### src/rtl/acc_pkg.sv
// shared constants and types of the converter control block
package acc_pkg;
	// register byte offsets
	localparam logic [7:0] OFS_STATUS_CTRL = 8'h00;
	localparam logic [7:0] OFS_CONFIG      = 8'h04;
	localparam logic [7:0] OFS_COMPARE     = 8'h08;
	localparam logic [7:0] OFS_RESULT_HI   = 8'h0C;
	localparam logic [7:0] OFS_RESULT_LO   = 8'h10;
	localparam logic [7:0] OFS_PIN_LOW     = 8'h14;
	localparam logic [7:0] OFS_PIN_MID     = 8'h18;
	localparam logic [7:0] OFS_IRQ_STATUS  = 8'h1C;
	localparam logic [7:0] OFS_IRQ_MASK    = 8'h20;

	// conversion_status_control fields
	localparam int unsigned SC_DONE_BIT  = 7;
	localparam int unsigned SC_IRQEN_BIT = 6;
	localparam int unsigned SC_CONT_BIT  = 5;
	localparam int unsigned CHAN_W       = 5;
	localparam logic [4:0]  CHAN_OFF     = 5'h1F;

	// configuration fields
	localparam int unsigned CFG_DIV_LSB    = 0;
	localparam int unsigned CFG_HWTRIG_BIT = 2;
	localparam int unsigned CFG_CMPEN_BIT  = 3;
	localparam int unsigned CFG_CMPGE_BIT  = 4;
	localparam int unsigned CFG_BUSY_BIT   = 7;
	localparam int unsigned CFG_W          = 5;

	// interrupt status and mask fields
	localparam int unsigned IRQ_DONE_BIT   = 0;
	localparam int unsigned IRQ_MISSED_BIT = 1;
	localparam int unsigned IRQ_W          = 2;

	// values after reset
	localparam logic [4:0] CHAN_RESET     = 5'h1F;
	localparam logic [4:0] CFG_RESET      = 5'h00;
	localparam logic [7:0] PIN_RESET      = 8'h00;
	localparam logic [1:0] IRQ_MASK_RESET = 2'h1;

	// conversion clock ticks per conversion
	localparam int unsigned CONV_TICKS = 12;

	typedef enum logic {
		ACC_IDLE,
		ACC_CONVERT
	} acc_seq_state_t;
endpackage

### src/rtl/acc_clk_div.sv
// conversion clock divider producing a one-cycle enable
`timescale 1ns/1ps
module acc_clk_div
	import acc_pkg::*;
(
	input  wire logic       mclk,    // system clock
	input  wire logic       resetn,  // async reset, active low
	input  wire logic [1:0] divSel,  // 0..3 gives divide by 1,2,4,8
	output logic            tick     // one-cycle conversion clock enable
);
	typedef struct packed {
		logic [2:0] cnt;
	} acc_div_state_t;

	acc_div_state_t state_q;
	acc_div_state_t state_d;
	logic [2:0]     divMask;

	// mask of counter bits that must be all ones for a tick
	always_comb begin
		case (divSel)
			2'h0: divMask = 3'h0;
			2'h1: divMask = 3'h1;
			2'h2: divMask = 3'h3;
			default: divMask = 3'h7;
		endcase
	end

	// free-running counter
	always_comb begin
		state_d = state_q;
		state_d.cnt = state_q.cnt + 3'h1;
	end

	always_ff @(posedge mclk or negedge resetn) begin
		if (!resetn) begin
			state_q <= '0;
		end else begin
			state_q <= state_d;
		end
	end

	assign tick = (state_q.cnt & divMask) == divMask;
endmodule

### src/rtl/acc_conv_seq.sv
// conversion sequencer: counts ticks of one conversion
`timescale 1ns/1ps
module acc_conv_seq
	import acc_pkg::*;
#(
	parameter int unsigned TICKS = CONV_TICKS
) (
	input  wire logic mclk,        // system clock
	input  wire logic resetn,      // async reset, active low
	input  wire logic tick,        // conversion clock enable
	input  wire logic start,       // start pulse, beats abort
	input  wire logic abort,       // drop the conversion in progress
	input  wire logic continuous,  // restart after each completion
	output logic      busy,        // converter powered and converting
	output logic      done         // one-cycle completion pulse
);
	localparam int unsigned CNT_W = (TICKS > 1) ? $clog2(TICKS) : 1;

	typedef struct packed {
		acc_seq_state_t   state;
		logic [CNT_W-1:0] cnt;
		logic             done;
	} acc_seq_reg_t;

	acc_seq_reg_t state_q;
	acc_seq_reg_t state_d;

	// idle until started, count ticks, then finish or go again
	always_comb begin
		state_d = state_q;
		state_d.done = 1'b0;
		case (state_q.state)
			ACC_IDLE: begin
				state_d.cnt = '0;
			end
			ACC_CONVERT: begin
				if (tick) begin
					if (state_q.cnt == CNT_W'(TICKS - 1)) begin
						state_d.done = 1'b1;
						state_d.cnt = '0;
						if (!continuous) begin
							state_d.state = ACC_IDLE;
						end
					end else begin
						state_d.cnt = state_q.cnt + CNT_W'(1);
					end
				end
			end
			default: begin
				state_d.state = ACC_IDLE;
			end
		endcase
		if (abort) begin
			state_d.state = ACC_IDLE;
			state_d.cnt = '0;
			state_d.done = 1'b0;
		end
		if (start) begin
			state_d.state = ACC_CONVERT;
			state_d.cnt = '0;
			state_d.done = 1'b0;
		end
	end

	always_ff @(posedge mclk or negedge resetn) begin
		if (!resetn) begin
			state_q <= '{state: ACC_IDLE, cnt: '0, done: 1'b0};
		end else begin
			state_q <= state_d;
		end
	end

	assign busy = state_q.state == ACC_CONVERT;
	assign done = state_q.done;
endmodule

### src/rtl/acc_ctrl_top.sv
// converter control: registers, triggering, flag, interrupt, pin gating
//
// What this block does
// compare off: every finished conversion sets the done flag, bit 7.
// compare on: done flag set only when the compare result is true.
// writing status/control or reading result low byte clears the flag.
// flag setting with interrupt enable bit 6 high raises the interrupt.
// continuous bit 5: low one conversion per start, high keeps going.
// bits 4:0 pick the input channel by its own number.
// channel code all ones powers the converter off and isolates input.
// stopping continuous mode with all ones starts no extra conversion.
// single mode drops to low power after each conversion.
// low pin register bits 0 and 1 disable port control of pins 0, 1.
// mid pin register bits govern channels 8 to 15, bit 7 is 15.
// conversion clock divides by 1, 2, 4 or 8.
// disabled pin: output off, input reads zero, pullup off.
// software mode: status/control write not all ones starts conversion.
// hardware mode: trigger rising edge starts, ignored while busy.
// unlisted channel codes act as valid channels, passed through.
//
// The register offsets and the APB interface to the registers were decided locally.
`timescale 1ns/1ps
module acc_ctrl_top
	import acc_pkg::*;
#(
	parameter int unsigned RES_W = 10,
	parameter int unsigned PIN_N = 16
) (
	input  wire logic             mclk,          // system clock
	input  wire logic             resetn,        // async reset, active low
	input  wire logic             psel,          // apb select
	input  wire logic             penable,       // apb access phase
	input  wire logic             pwrite,        // apb write
	input  wire logic [7:0]       paddr,         // apb byte address
	input  wire logic [31:0]      pwdata,        // apb write data
	output logic [31:0]           prdata,        // apb read data
	output logic                  pready,        // apb ready
	output logic                  pslverr,       // apb error, unmapped
	output logic                  irq,           // level interrupt
	input  wire logic             hwConvTrigger, // hardware trigger
	input  wire logic [RES_W-1:0] sampleData,    // converter result
	output logic                  convPowerOn,   // converter enabled
	output logic [CHAN_W-1:0]     muxSel,        // analog mux channel
	output logic                  inputIsolate,  // input cut off
	input  wire logic [PIN_N-1:0] portDriveEn,   // port wants to drive
	input  wire logic [PIN_N-1:0] portPullEn,    // port wants pullup
	input  wire logic [PIN_N-1:0] padIn,         // pad input level
	output logic [PIN_N-1:0]      padOutEnN,     // pad drive, low drives
	output logic [PIN_N-1:0]      padPullEn,     // pad pullup enable
	output logic [PIN_N-1:0]      portReadData   // value seen by port
);
	typedef struct packed {
		logic              doneFlag;
		logic              irqEnable;
		logic              contEnable;
		logic [CHAN_W-1:0] chanSel;
		logic [CFG_W-1:0]  cfg;
		logic [RES_W-1:0]  cmpVal;
		logic [RES_W-1:0]  result;
		logic [7:0]        pinLow;
		logic [7:0]        pinMid;
		logic [IRQ_W-1:0]  irqStatus;
		logic [IRQ_W-1:0]  irqMask;
		logic              trigPrev;
		logic [31:0]       rdData;
	} acc_top_state_t;

	acc_top_state_t    state_q;
	acc_top_state_t    state_d;
	logic              accessEn;
	logic              setupEn;
	logic              wrEn;
	logic              rdEn;
	logic              wrSc;
	logic              wrCfg;
	logic              wrCmp;
	logic              rdLo;
	logic              mapped;
	logic [31:0]       readMux;
	logic              chanOff;
	logic              hwMode;
	logic              trigRise;
	logic              swStart;
	logic              hwStart;
	logic              trigMissed;
	logic              seqStart;
	logic              seqAbort;
	logic              seqBusy;
	logic              seqDone;
	logic              convTick;
	logic              cmpTrue;
	logic              flagSet;
	logic [IRQ_W-1:0]  irqEvents;
	logic [IRQ_W-1:0]  irqClear;
	logic [15:0]       pinDisable;

	// apb phase and register strobes
	assign setupEn  = psel && !penable;
	assign accessEn = psel && penable;
	assign wrEn     = accessEn && pwrite;
	assign rdEn     = accessEn && !pwrite;
	assign wrSc     = wrEn && paddr == OFS_STATUS_CTRL;
	assign wrCfg    = wrEn && paddr == OFS_CONFIG;
	assign wrCmp    = wrEn && paddr == OFS_COMPARE;
	assign rdLo     = rdEn && paddr == OFS_RESULT_LO;

	// read mux and address map
	always_comb begin
		readMux = 32'h0000_0000;
		mapped = 1'b1;
		case (paddr)
			OFS_STATUS_CTRL: begin
				readMux[SC_DONE_BIT] = state_q.doneFlag;
				readMux[SC_IRQEN_BIT] = state_q.irqEnable;
				readMux[SC_CONT_BIT] = state_q.contEnable;
				readMux[CHAN_W-1:0] = state_q.chanSel;
			end
			OFS_CONFIG: begin
				readMux[CFG_W-1:0] = state_q.cfg;
				readMux[CFG_BUSY_BIT] = seqBusy;
			end
			OFS_COMPARE:    readMux[RES_W-1:0] = state_q.cmpVal;
			OFS_RESULT_HI:  readMux[RES_W-9:0] = state_q.result[RES_W-1:8];
			OFS_RESULT_LO:  readMux[7:0] = state_q.result[7:0];
			OFS_PIN_LOW:    readMux[7:0] = state_q.pinLow;
			OFS_PIN_MID:    readMux[7:0] = state_q.pinMid;
			OFS_IRQ_STATUS: readMux[IRQ_W-1:0] = state_q.irqStatus;
			OFS_IRQ_MASK:   readMux[IRQ_W-1:0] = state_q.irqMask;
			default:        mapped = 1'b0;
		endcase
	end

	// start, abort and trigger decisions
	assign chanOff    = state_q.chanSel == CHAN_OFF;
	assign hwMode     = state_q.cfg[CFG_HWTRIG_BIT];
	assign trigRise   = hwConvTrigger && !state_q.trigPrev;
	assign swStart    = wrSc && !hwMode
		&& pwdata[CHAN_W-1:0] != CHAN_OFF;
	assign hwStart    = hwMode && trigRise && !seqBusy
		&& !chanOff && !wrSc;
	assign trigMissed = hwMode && trigRise && seqBusy;
	assign seqStart   = swStart || hwStart;
	assign seqAbort   = wrSc || wrCfg || wrCmp;

	// compare on completion, flag on a true compare or with compare off
	assign cmpTrue = state_q.cfg[CFG_CMPGE_BIT]
		? sampleData >= state_q.cmpVal
		: sampleData < state_q.cmpVal;
	assign flagSet = seqDone && (!state_q.cfg[CFG_CMPEN_BIT]
		|| cmpTrue);

	// interrupt events and write-one-to-clear
	always_comb begin
		irqEvents = '0;
		irqEvents[IRQ_DONE_BIT] = flagSet && state_q.irqEnable;
		irqEvents[IRQ_MISSED_BIT] = trigMissed;
		irqClear = '0;
		if (wrEn && paddr == OFS_IRQ_STATUS) begin
			irqClear = pwdata[IRQ_W-1:0];
		end
	end

	// register next state
	always_comb begin
		state_d = state_q;
		state_d.trigPrev = hwConvTrigger;
		if (setupEn) begin
			state_d.rdData = readMux;
		end
		if (wrSc) begin
			state_d.irqEnable = pwdata[SC_IRQEN_BIT];
			state_d.contEnable = pwdata[SC_CONT_BIT];
			state_d.chanSel = pwdata[CHAN_W-1:0];
		end
		if (wrCfg) begin
			state_d.cfg = pwdata[CFG_W-1:0];
		end
		if (wrCmp) begin
			state_d.cmpVal = pwdata[RES_W-1:0];
		end
		if (wrEn && paddr == OFS_PIN_LOW) begin
			state_d.pinLow = pwdata[7:0];
		end
		if (wrEn && paddr == OFS_PIN_MID) begin
			state_d.pinMid = pwdata[7:0];
		end
		if (wrEn && paddr == OFS_IRQ_MASK) begin
			state_d.irqMask = pwdata[IRQ_W-1:0];
		end
		// a completion in the clearing cycle still sets the flag
		if (flagSet) begin
			state_d.result = sampleData;
			state_d.doneFlag = 1'b1;
		end else if (wrSc || rdLo) begin
			state_d.doneFlag = 1'b0;
		end
		state_d.irqStatus = (state_q.irqStatus & ~irqClear) | irqEvents;
	end

	always_ff @(posedge mclk or negedge resetn) begin
		if (!resetn) begin
			state_q <= '{
				doneFlag: 1'b0,
				irqEnable: 1'b0,
				contEnable: 1'b0,
				chanSel: CHAN_RESET,
				cfg: CFG_RESET,
				cmpVal: '0,
				result: '0,
				pinLow: PIN_RESET,
				pinMid: PIN_RESET,
				irqStatus: '0,
				irqMask: IRQ_MASK_RESET,
				trigPrev: 1'b0,
				rdData: 32'h0000_0000
			};
		end else begin
			state_q <= state_d;
		end
	end

	// conversion clock divider
	acc_clk_div u_div (
		.mclk   (mclk),
		.resetn (resetn),
		.divSel (state_q.cfg[CFG_DIV_LSB+1:CFG_DIV_LSB]),
		.tick   (convTick)
	);

	// conversion sequencer
	acc_conv_seq #(
		.TICKS (CONV_TICKS)
	) u_seq (
		.mclk       (mclk),
		.resetn     (resetn),
		.tick       (convTick),
		.start      (seqStart),
		.abort      (seqAbort),
		.continuous (state_q.contEnable),
		.busy       (seqBusy),
		.done       (seqDone)
	);

	// analog side: power only while converting, off code isolates
	assign convPowerOn  = seqBusy && !chanOff;
	assign muxSel       = state_q.chanSel;
	assign inputIsolate = chanOff;

	// pin gating, one slice per analog pin
	assign pinDisable = {state_q.pinMid, state_q.pinLow};
	genvar gi;
	generate
		for (gi = 0; gi < PIN_N; gi++) begin : g_pin
			assign padOutEnN[gi]    = pinDisable[gi]
				|| !portDriveEn[gi];
			assign padPullEn[gi]    = portPullEn[gi]
				&& !pinDisable[gi];
			assign portReadData[gi] = padIn[gi]
				&& !pinDisable[gi];
		end
	endgenerate

	// bus answer and interrupt
	assign prdata  = state_q.rdData;
	assign pready  = 1'b1;
	assign pslverr = accessEn && !mapped;
	assign irq     = |(state_q.irqStatus & state_q.irqMask);
endmodule

### config.mk
export PLATFORM = sky130hd
export DESIGN_NAME = acc_ctrl_top
export DESIGN_NICKNAME = d
export VERILOG_FILES = /design/src/rtl/acc_pkg.sv /design/src/rtl/acc_clk_div.sv /design/src/rtl/acc_conv_seq.sv /design/src/rtl/acc_ctrl_top.sv
export SDC_FILE = /design/constraint.sdc
export NUM_CORES = 1
export LEC_CHECK = 0
export CAP_MARGIN = 10
export CORE_ASPECT_RATIO = 0.7
export CORE_MARGIN = 5
export CORE_UTILIZATION = 53
export CTS_BUF_LIST = sky130_fd_sc_hd__clkbuf_16
export CTS_CLUSTER_DIAMETER = 50
export DETAILED_ROUTE_END_ITERATION = 10
export DONT_BUFFER_PORTS = 1
export PLACE_DENSITY = 0.66
export SLEW_MARGIN = 0
export SYNTH_ARGS = -nofsm -noshare
export SYNTH_HDL_FRONTEND = slang
export SYNTH_HIERARCHICAL = 1
export SYNTH_SLANG_ARGS = --single-unit
### constraint.sdc
create_clock -name mclk -period 5.3 [get_ports mclk]
set_input_delay 0.265 -clock mclk [delete_from_list [all_inputs] [get_ports mclk]]
set_output_delay 0.265 -clock mclk [all_outputs]
set_load 0.02 [all_outputs]
======== Yosys cells after proc, flatten, opt, wreduce, memory -nomap -nowiden ========
Index checks and enable logic that the tools add are counted.
storage, ports and cells
  output and inout bits ................... 90
  input bits .............................. 104
  bits in registers ....................... 73
operators by class
  equality and inequality tests ........... 15
  magnitude comparators ................... 2
  bitwise gates (word level) .............. 6
  $add $sub $neg .......................... 2
  mux-type cells .......................... 21
  reductions and logical operators ........ 123
operators with widths
  kind                 count
  $logic_and 1x1->1    56
  $logic_not 1->1      41
  $eq 8x5->1 const B   4
  $logic_or 1x1->1     21
  $mux 6               3
  $pmux 2 s9           1
  $pmux 3 s6           1
  $eq 8x4->1 const B   2
  $ge 10x10->1         1
  $lt 10x10->1         1
  $pmux 2 s5           1
  $mux 1               9
  $pmux 3 s3           1
  $reduce_or 9->1      1
  $eq 8x3->1 const B   1
  $eq 8x6->1 const B   1
  $logic_not 8->1      1
  $pmux 4 s2           1
  $pmux 1 s6           1
  $eq 5x5->1 const B   1
  $ne 5x5->1 const B   1
  $add 4x1->4 const B  1
  $and 2x2->2          2
  $eq 4x4->1 const B   1
  other kinds (14)     15

======== Longest topological paths before layout ========
Gate-level depths: netlist of run 1.
  word-level depth ........................ 8
  mapped depth ............................ 9
  depth with buffers taken out ............ 7

======== Hierarchy ========
The synthesis of run 1 kept the hierarchy.
by module, submodules not included
  module        area each (µm²)  cells each  instances  sequential area each (µm²)
  acc_ctrl_top  3,935.0          371         1          1,609.0
  acc_conv_seq  296.5            29          1          150.1
  acc_clk_div   120.1            10          1          75.1

======== Least setup slack after synthesis of run 1 ========
No wires, ideal clock.
  kind .................................... flip-flop to flip-flop
  start point ............................. reg state_q[68] (netlist bit)
  end point ............................... reg state_q[54] (netlist bit)
  clock period less this slack ............ 2.195 ns
  slack ................................... 3.105 ns
  stages on the path, launching flop included .. 9
  arrival ................................. 2.070 ns
  cells stage by stage .................... dfrtp_1 > inv_1 > ha_1 > a21oi_2 > o21ai_1 > a2111oi_2 > mux2i_1 > buf_6 > mux2_4
between the ends
  word-level cells in the longest chain between the ends .. 4
RTL lines
  item                                          RTL line                                  source
  from (decl)                                   acc_ctrl_top.sv:68                        acc_top_state_t state_q;
  from (signal assigned)                        acc_ctrl_top.sv:202                       state_q <= '{
  from (signal assigned)                        acc_ctrl_top.sv:218                       state_q <= state_d;
  $lt 10x10->1 or $ge 10x10->1 (tied branches)  acc_ctrl_top.sv:148, acc_ctrl_top.sv:147
  $mux 1 (*)                                    acc_ctrl_top.sv:147                       ? sampleData >= state_q.cmpVal
  $logic_or 1x1->1 (*)                          acc_ctrl_top.sv:150                       || cmpTrue);
  $logic_and 1x1->1 (*)                         acc_ctrl_top.sv:149                       assign flagSet = seqDone && (!state_q.cfg[CFG_CMPEN_BIT]
Mark *: on every way between the ends. The rest lies on a longest branch, timed or not.
A chain may end at the register's enable or synchronous reset.

======== Final worst setup path of run 1 ========
  start point ............................. reg state_q[72] (netlist bit)
  end point ............................... reg state_q[62] (netlist bit)
Same word-level chain as after synthesis.

==> results.json, run 1 <==
{
  "outcome": "complete, no violations",
  "worst_setup_path_end_kind": "register",
  "final_nets": 515,
  "grt_pass1_vias": 2891,
  "p_per_area_mw_per_mm2": 279,
  "hold_end": "state_q[71]",
  "grt_max_degree": 74,
  "cts.reportedPaths.clkPinSlew_ps": 60,
  "nFillCells": 671,
  "antenna_cells": 0,
  "hold_violations": 0,
  "die_h_um": 85.8,
  "synth_area_mm2": 0.00435,
  "drv_slew": 0,
  "max_freq_ghz": 0.370,
  "ios": 194,
  "finalSetupTns_ps": 0,
  "die_width_um": 118,
  "async_flop_share": 1.00,
  "min_from": "pwdata[8]",
  "grt-ovfl-total": 0,
  "std_cell_rows": 27,
  "min_period_ps": 2700,
  "io_buffer_count": 0,
  "final_layout_size_suffix_gt1_frac": 0.205,
  "dr.first_iter.drc_count": 222,
  "synth_ff_type": "dfrtp_1",
  "multi_input_area_mm2": 0.00220,
  "setup_violations": 0,
  "cts_tree": "yes",
  "cts_hold_buffers": 3,
  "yosysWarnings": 6,
  "max_stage_delay_ps": 570,
  "synth-edff-count": 0,
  "place.gp.congestion": 0.841,
  "num_vias": 2961,
  "clockRootBuffer": "clkbuf_16",
  "period_share": 0.510,
  "place_hpwl_um": 7790,
  "start_kind": "register",
  "wire_per_inst_um": 20.4,
  "rsz0062_at_grt": "false",
  "clock_latency_ps": 340,
  "worstPathCellList": "inv_1 -> ha_1 -> nand4_1 -> a211oi_1 -> a2111oi_2 -> mux2i_1 -> buf_4 -> mux2_2",
  "hold_path_class": "input pin to register",
  "avgSynthCellArea_um2": 10.6,
  "syn_to_final_growth_pct": 4.83,
  "detail_route.first_pass.iterations": 6,
  "dieArea_mm2": 0.0102,
  "synth.area.top_cells": "dfrtp_1 (39%), mux2_2 (10%), buf_4 (6.6%), nor2b_1 (5.0%), mux4_2 (4.1%)",
  "r2r_end": "state_q[62]",
  "max-slew-margin-rel": 0.468,
  "final_antenna_net_count": 0,
  "ctsLongestPathBuffers": 2,
  "ir_drop_v": 0.000169,
  "critPathBufInv": 2,
  "initial_utilization": 0.548,
  "grt_pass1_wl_um": 16400,
  "core_mm2": 0.00794,
  "ff2ff_path_depth": 8,
  "postSynthCellCount": 410,
  "final_util": 0.575,
  "htreeDepth": 3,
  "synth_top_area_cell": "dfrtp_1",
  "regArea_mm2": 0.00183,
  "post_cts_buffers": 0,
  "synth_commonest_cells": "dfrtp_1 (67), mux2_2 (39), buf_4 (38)",
  "drcViolationCount": 0,
  "crit_fanout": 9,
  "hold_depth": 2,
  "regToRegStartpoint": "state_q[72]",
  "clock-sinks": 73,
  "vias_per_cell": 5.86,
  "critical_path_arrival_ps": 2920,
  "cts_made_buffers": 9,
  "yosysMostFrequentCell": "dfrtp_1",
  "crit_type": "register to register",
  "post_cts_resized": 0,
  "finClkSkew_ps": 5.70,
  "antenna_found_initial": 0,
  "tightest_slew_ps": 790,
  "required_ps": 5520,
  "ys_seq_elements": 73,
  "reg2reg_setup_slack_ps": 2600,
  "drt_wl_total_um": 10300,
  "maxCapViolCount": 0,
  "synth_top_area_frac": 0.385,
  "crit_slowest_cell": "mux2i_1",
  "crit_family": "multiplexers",
  "ys_seq_area_frac": 0.422,
  "synthDistinctLibCells": 47,
  "track_usage": 0.211,
  "p_leak_uw": 0.00217
}
## power by group
part / total (uW) / leakage (uW) / switching, uW / internal, uW
sequential: 577 / 0.000944 / 9.87 / 567
clock: 577 / 0.000150 / 221 / 355
combinational: 119 / 0.00108 / 84.6 / 34.4
## worst max path at each step
stage | from | endpoint | cells past startpoint
6_report | state_q[72] | state_q[62] | 8
5_1_grt | state_q[70] | state_q[62] | 8
3_3_place_gp | state_q[68] | state_q[62] | 8
4_1_cts | state_q[72] | state_q[62] | 8
2_1_floorplan | state_q[68] | state_q[54] | 8
3_5_place_dp | state_q[72] | state_q[62] | 8
## layout make-up
type | count | share of cell area
clock buffers | 9 | 0.0494
clock inverters | 7 | 0.0121
inverters | 16 | 0.0132
multi-input cells | 294 | 0.482
flip-flops and latches | 73 | 0.402
well taps | 101 | 0.0277
repair buffers | 5 | 0.0137
## stage by stage
stage / instance area, um^2 / hold slack (ps) / worst slack (ps) / cells / power [uW]
detailed placement: 4230 / -29.2 / 2590 / 486 / 691
global route: 4560 / 37.6 / 2470 / 505 / 1330
CTS: 4560 / 39.2 / 2580 / 505 / 1290
finish: 4560 / 46.3 / 2600 / 505 / 1270
global placement: 4230 / -28.3 / 2600 / 486 / 690
floorplan: 4430 / -30.6 / 3100 / 431 / 699
## logic make-up (layout without fill, tap and decap cells)
logic type | after synthesis | in the layout | synth area share
muxes | 64 | 64 | 0.191
and+or+nand+nor | 141 | 141 | 0.181
buffers and inverters | 64 | 37 | 0.0914
DFF | 73 | 73 | 0.422
other | 2 | 23 | 0.00173
xor gates and xnor gates | 2 | 2 | 0.00403
adders and majority gates | 12 | 12 | 0.0345
AOI/OAI and AO/OA | 52 | 52 | 0.0756
## layer usage
metal  share of wire  track usage  routed length [um]
met5               0            0                   0
met4           0.015       0.0708                 154
met3            0.11       0.0837                1090
met2            0.46        0.315                4770
met1            0.42        0.283                4320
## flip-flops by register name, summed over array words and instances (netlist names)
register,count
pinDisable,16
state_q,32
u_seq/busy,1
muxSel,5
hwMode,1
prdata,10
u_seq/state_q,4
u_div/state_q,3
u_seq/done,1
## placed cells by master, fill, tap and decap left out, types with 3 or more instances in the layout
cell type  count
a22o_1         3
a22oi_1        3
clkbuf_16      9
conb_1        23
dfrtp_1       67
dfstp_2        6
ha_1          12
inv_1         19
mux2_2        39
mux2_4         8
mux2i_1        9
mux4_2         8
nand2_1       32
nand2b_1      23
nand3_1       14
nand3b_1       3
nand4_1        4
nor2_1        14
nor2b_1       35
nor3_1         4
nor3_4         3
o21ai_0       26
o21ai_1        3
No activity file was read; power rests on OpenSTA's default activity.
==> run 2: changes to the inputs <==
==> constraint.sdc (replaced) <==
create_clock -name mclk -period 2.6 [get_ports mclk]
set_input_delay 0.13 -clock mclk [delete_from_list [all_inputs] [get_ports mclk]]
set_output_delay 0.13 -clock mclk [all_outputs]
set_load 0.02 [all_outputs]
==> results.json, run 2 (synthesis gave the netlist of run 1 again) <==
{
  "most-common-layout-cells": "dfrtp_1 (67), mux2_2 (39), nor2b_1 (35)",
  "initial_utilization": 0.548,
  "final_common_cell": "dfrtp_1",
  "die_width_um": 118,
  "regArea_mm2": 0.00183,
  "outcome": "complete, no violations",
  "largest_register": "state_q",
  "vias_per_cell": 5.73,
  "antenna_found_initial": 0,
  "finalSetupTns_ps": 0,
  "max_freq_ghz": 0.441,
  "final_layout_size_suffix_gt1_frac": 0.201,
  "std_cell_rows": 27,
  "drcViolationCount": 0,
  "required_ps": 2820,
  "finClkSkew_ps": 6.66,
  "reg2reg_setup_slack_ps": 330,
  "dr.first_iter.drc_count": 216,
  "htreeDepth": 3,
  "min_period_ps": 2270,
  "track_usage": 0.215,
  "cts_made_buffers": 9,
  "final_antenna_net_count": 0,
  "ff2ff_path_depth": 8,
  "maxCapViolCount": 0,
  "period_share": 0.872,
  "cts_tree": "yes",
  "hold_violations": 0,
  "nFillCells": 677,
  "clock_latency_ps": 340,
  "die_h_um": 85.8,
  "tightest_slew_ps": 610,
  "max-slew-margin-rel": 0.590,
  "core_mm2": 0.00794,
  "r2r_end": "state_q[62]",
  "design_area_mm2": 0.00478,
  "start_kind": "register",
  "hold_end": "prdata[6]",
  "wire_per_inst_um": 20.4,
  "regToRegStartpoint": "state_q[71]",
  "p_per_area_mw_per_mm2": 551,
  "drt_wl_total_um": 10800,
  "clock-sinks": 73,
  "grt_pass1_vias": 3010,
  "placed_cell_area_mm2": 0.00426,
  "worst_setup_path_end_kind": "register",
  "cts.reportedPaths.clkPinSlew_ps": 60,
  "io_buffer_count": 0,
  "hold_path_class": "input pin to register",
  "place.gp.congestion": 0.852,
  "final_nets": 538,
  "num_vias": 3027,
  "ctsLongestPathBuffers": 2,
  "rsz0062_at_grt": "false",
  "dieArea_mm2": 0.0102,
  "detail_route.first_pass.iterations": 4,
  "multi_input_area_mm2": 0.00220,
  "place_hpwl_um": 7710,
  "final.setup.worst_slack_ps": 334,
  "antenna_cells": 0,
  "largest_register_ff_count": 32,
  "grt_max_degree": 74,
  "final_util": 0.603,
  "hold_depth": 2,
  "post-place-ws_ps": 338,
  "post_cts_resized": 0,
  "crit_fanout": 7,
  "critical_path_arrival_ps": 2490,
  "crit_type": "register to register",
  "clockRootBuffer": "clkbuf_16",
  "setup_violations": 0,
  "ir_drop_v": 0.000488,
  "drv_slew": 0,
  "p_leak_uw": 0.00227,
  "min_from": "paddr[0]",
  "ios": 194,
  "grt_pass1_wl_um": 16900,
  "syn_to_final_growth_pct": 9.95,
  "grt-ovfl-total": 0
}
## run 2: cell count changes in the layout (fill, tap and decap cells not counted), sizes merged
cell         previous run  this run
dlygate4sd3             2        22
buf                     3         6
## run 2: power breakdown
group / switching (uW) / internal (uW)
sequential: 19.8 / 1160
clock: 457 / 725
combinational: 187 / 91.0
total: 664 / 1970
## run 2: stage by stage
| stage | std cells | hold WS, ps | power (uW) |
|---|---|---|---|
| global placement | 489 | -163 | 1410 |
| floorplan | 431 | -166 | 1420 |
| CTS | 528 | 20.9 | 2660 |
| finish | 528 | 31.4 | 2640 |
| detailed placement | 489 | -164 | 1410 |
| global route | 528 | 47.0 | 2750 |
## run 2: area by class of cell
type / count / area share
well taps: 101 / 0.0264
repair buffers: 28 / 0.0596
multi-input cells: 294 / 0.459
flip-flops and latches: 73 / 0.383
inverters: 16 / 0.0126
clock inverters: 7 / 0.0115
clock buffers: 9 / 0.0471
## run 2: worst max-delay path by stage
| stage | to | cells past startpoint | slack [ps] | startpoint |
|---|---|---|---|---|
| final | state_q[62] | 8 | 330 | state_q[71] |
| after global routing | state_q[62] | 8 | 190 | state_q[71] |
| after CTS | state_q[62] | 8 | 320 | state_q[71] |
| after detailed placement | state_q[62] | 8 | 340 | state_q[68] |
| after global placement | state_q[62] | 8 | 350 | state_q[68] |
| after floorplan | state_q[54] | 8 | 400 | state_q[68] |
## run 2: timing repair
action / CTS / global route
setup buffers: 0 / 0
endpoints found under the hold margin: 126 / 0
hold buffers: 23 / 0
## run 2: critical path, cell delays in order (launching register included)
cell and delay, ps:
dfrtp_1 380, inv_1 90, ha_1 240, nand4_1 160
a211oi_1 80, a2111oi_2 370, mux2i_1 270, buf_4 220
mux2_2 350
## run 2: metal layers
layer / GRT usage / part of all wire / up-vias
met2: 0.318 / 0.46 / 121
met4: 0.0427 / 0.0063 / 0
met3: 0.0864 / 0.087 / 5
li1: - / - / 1404
met1: 0.302 / 0.45 / 1497
met5: 0 / 0 / -
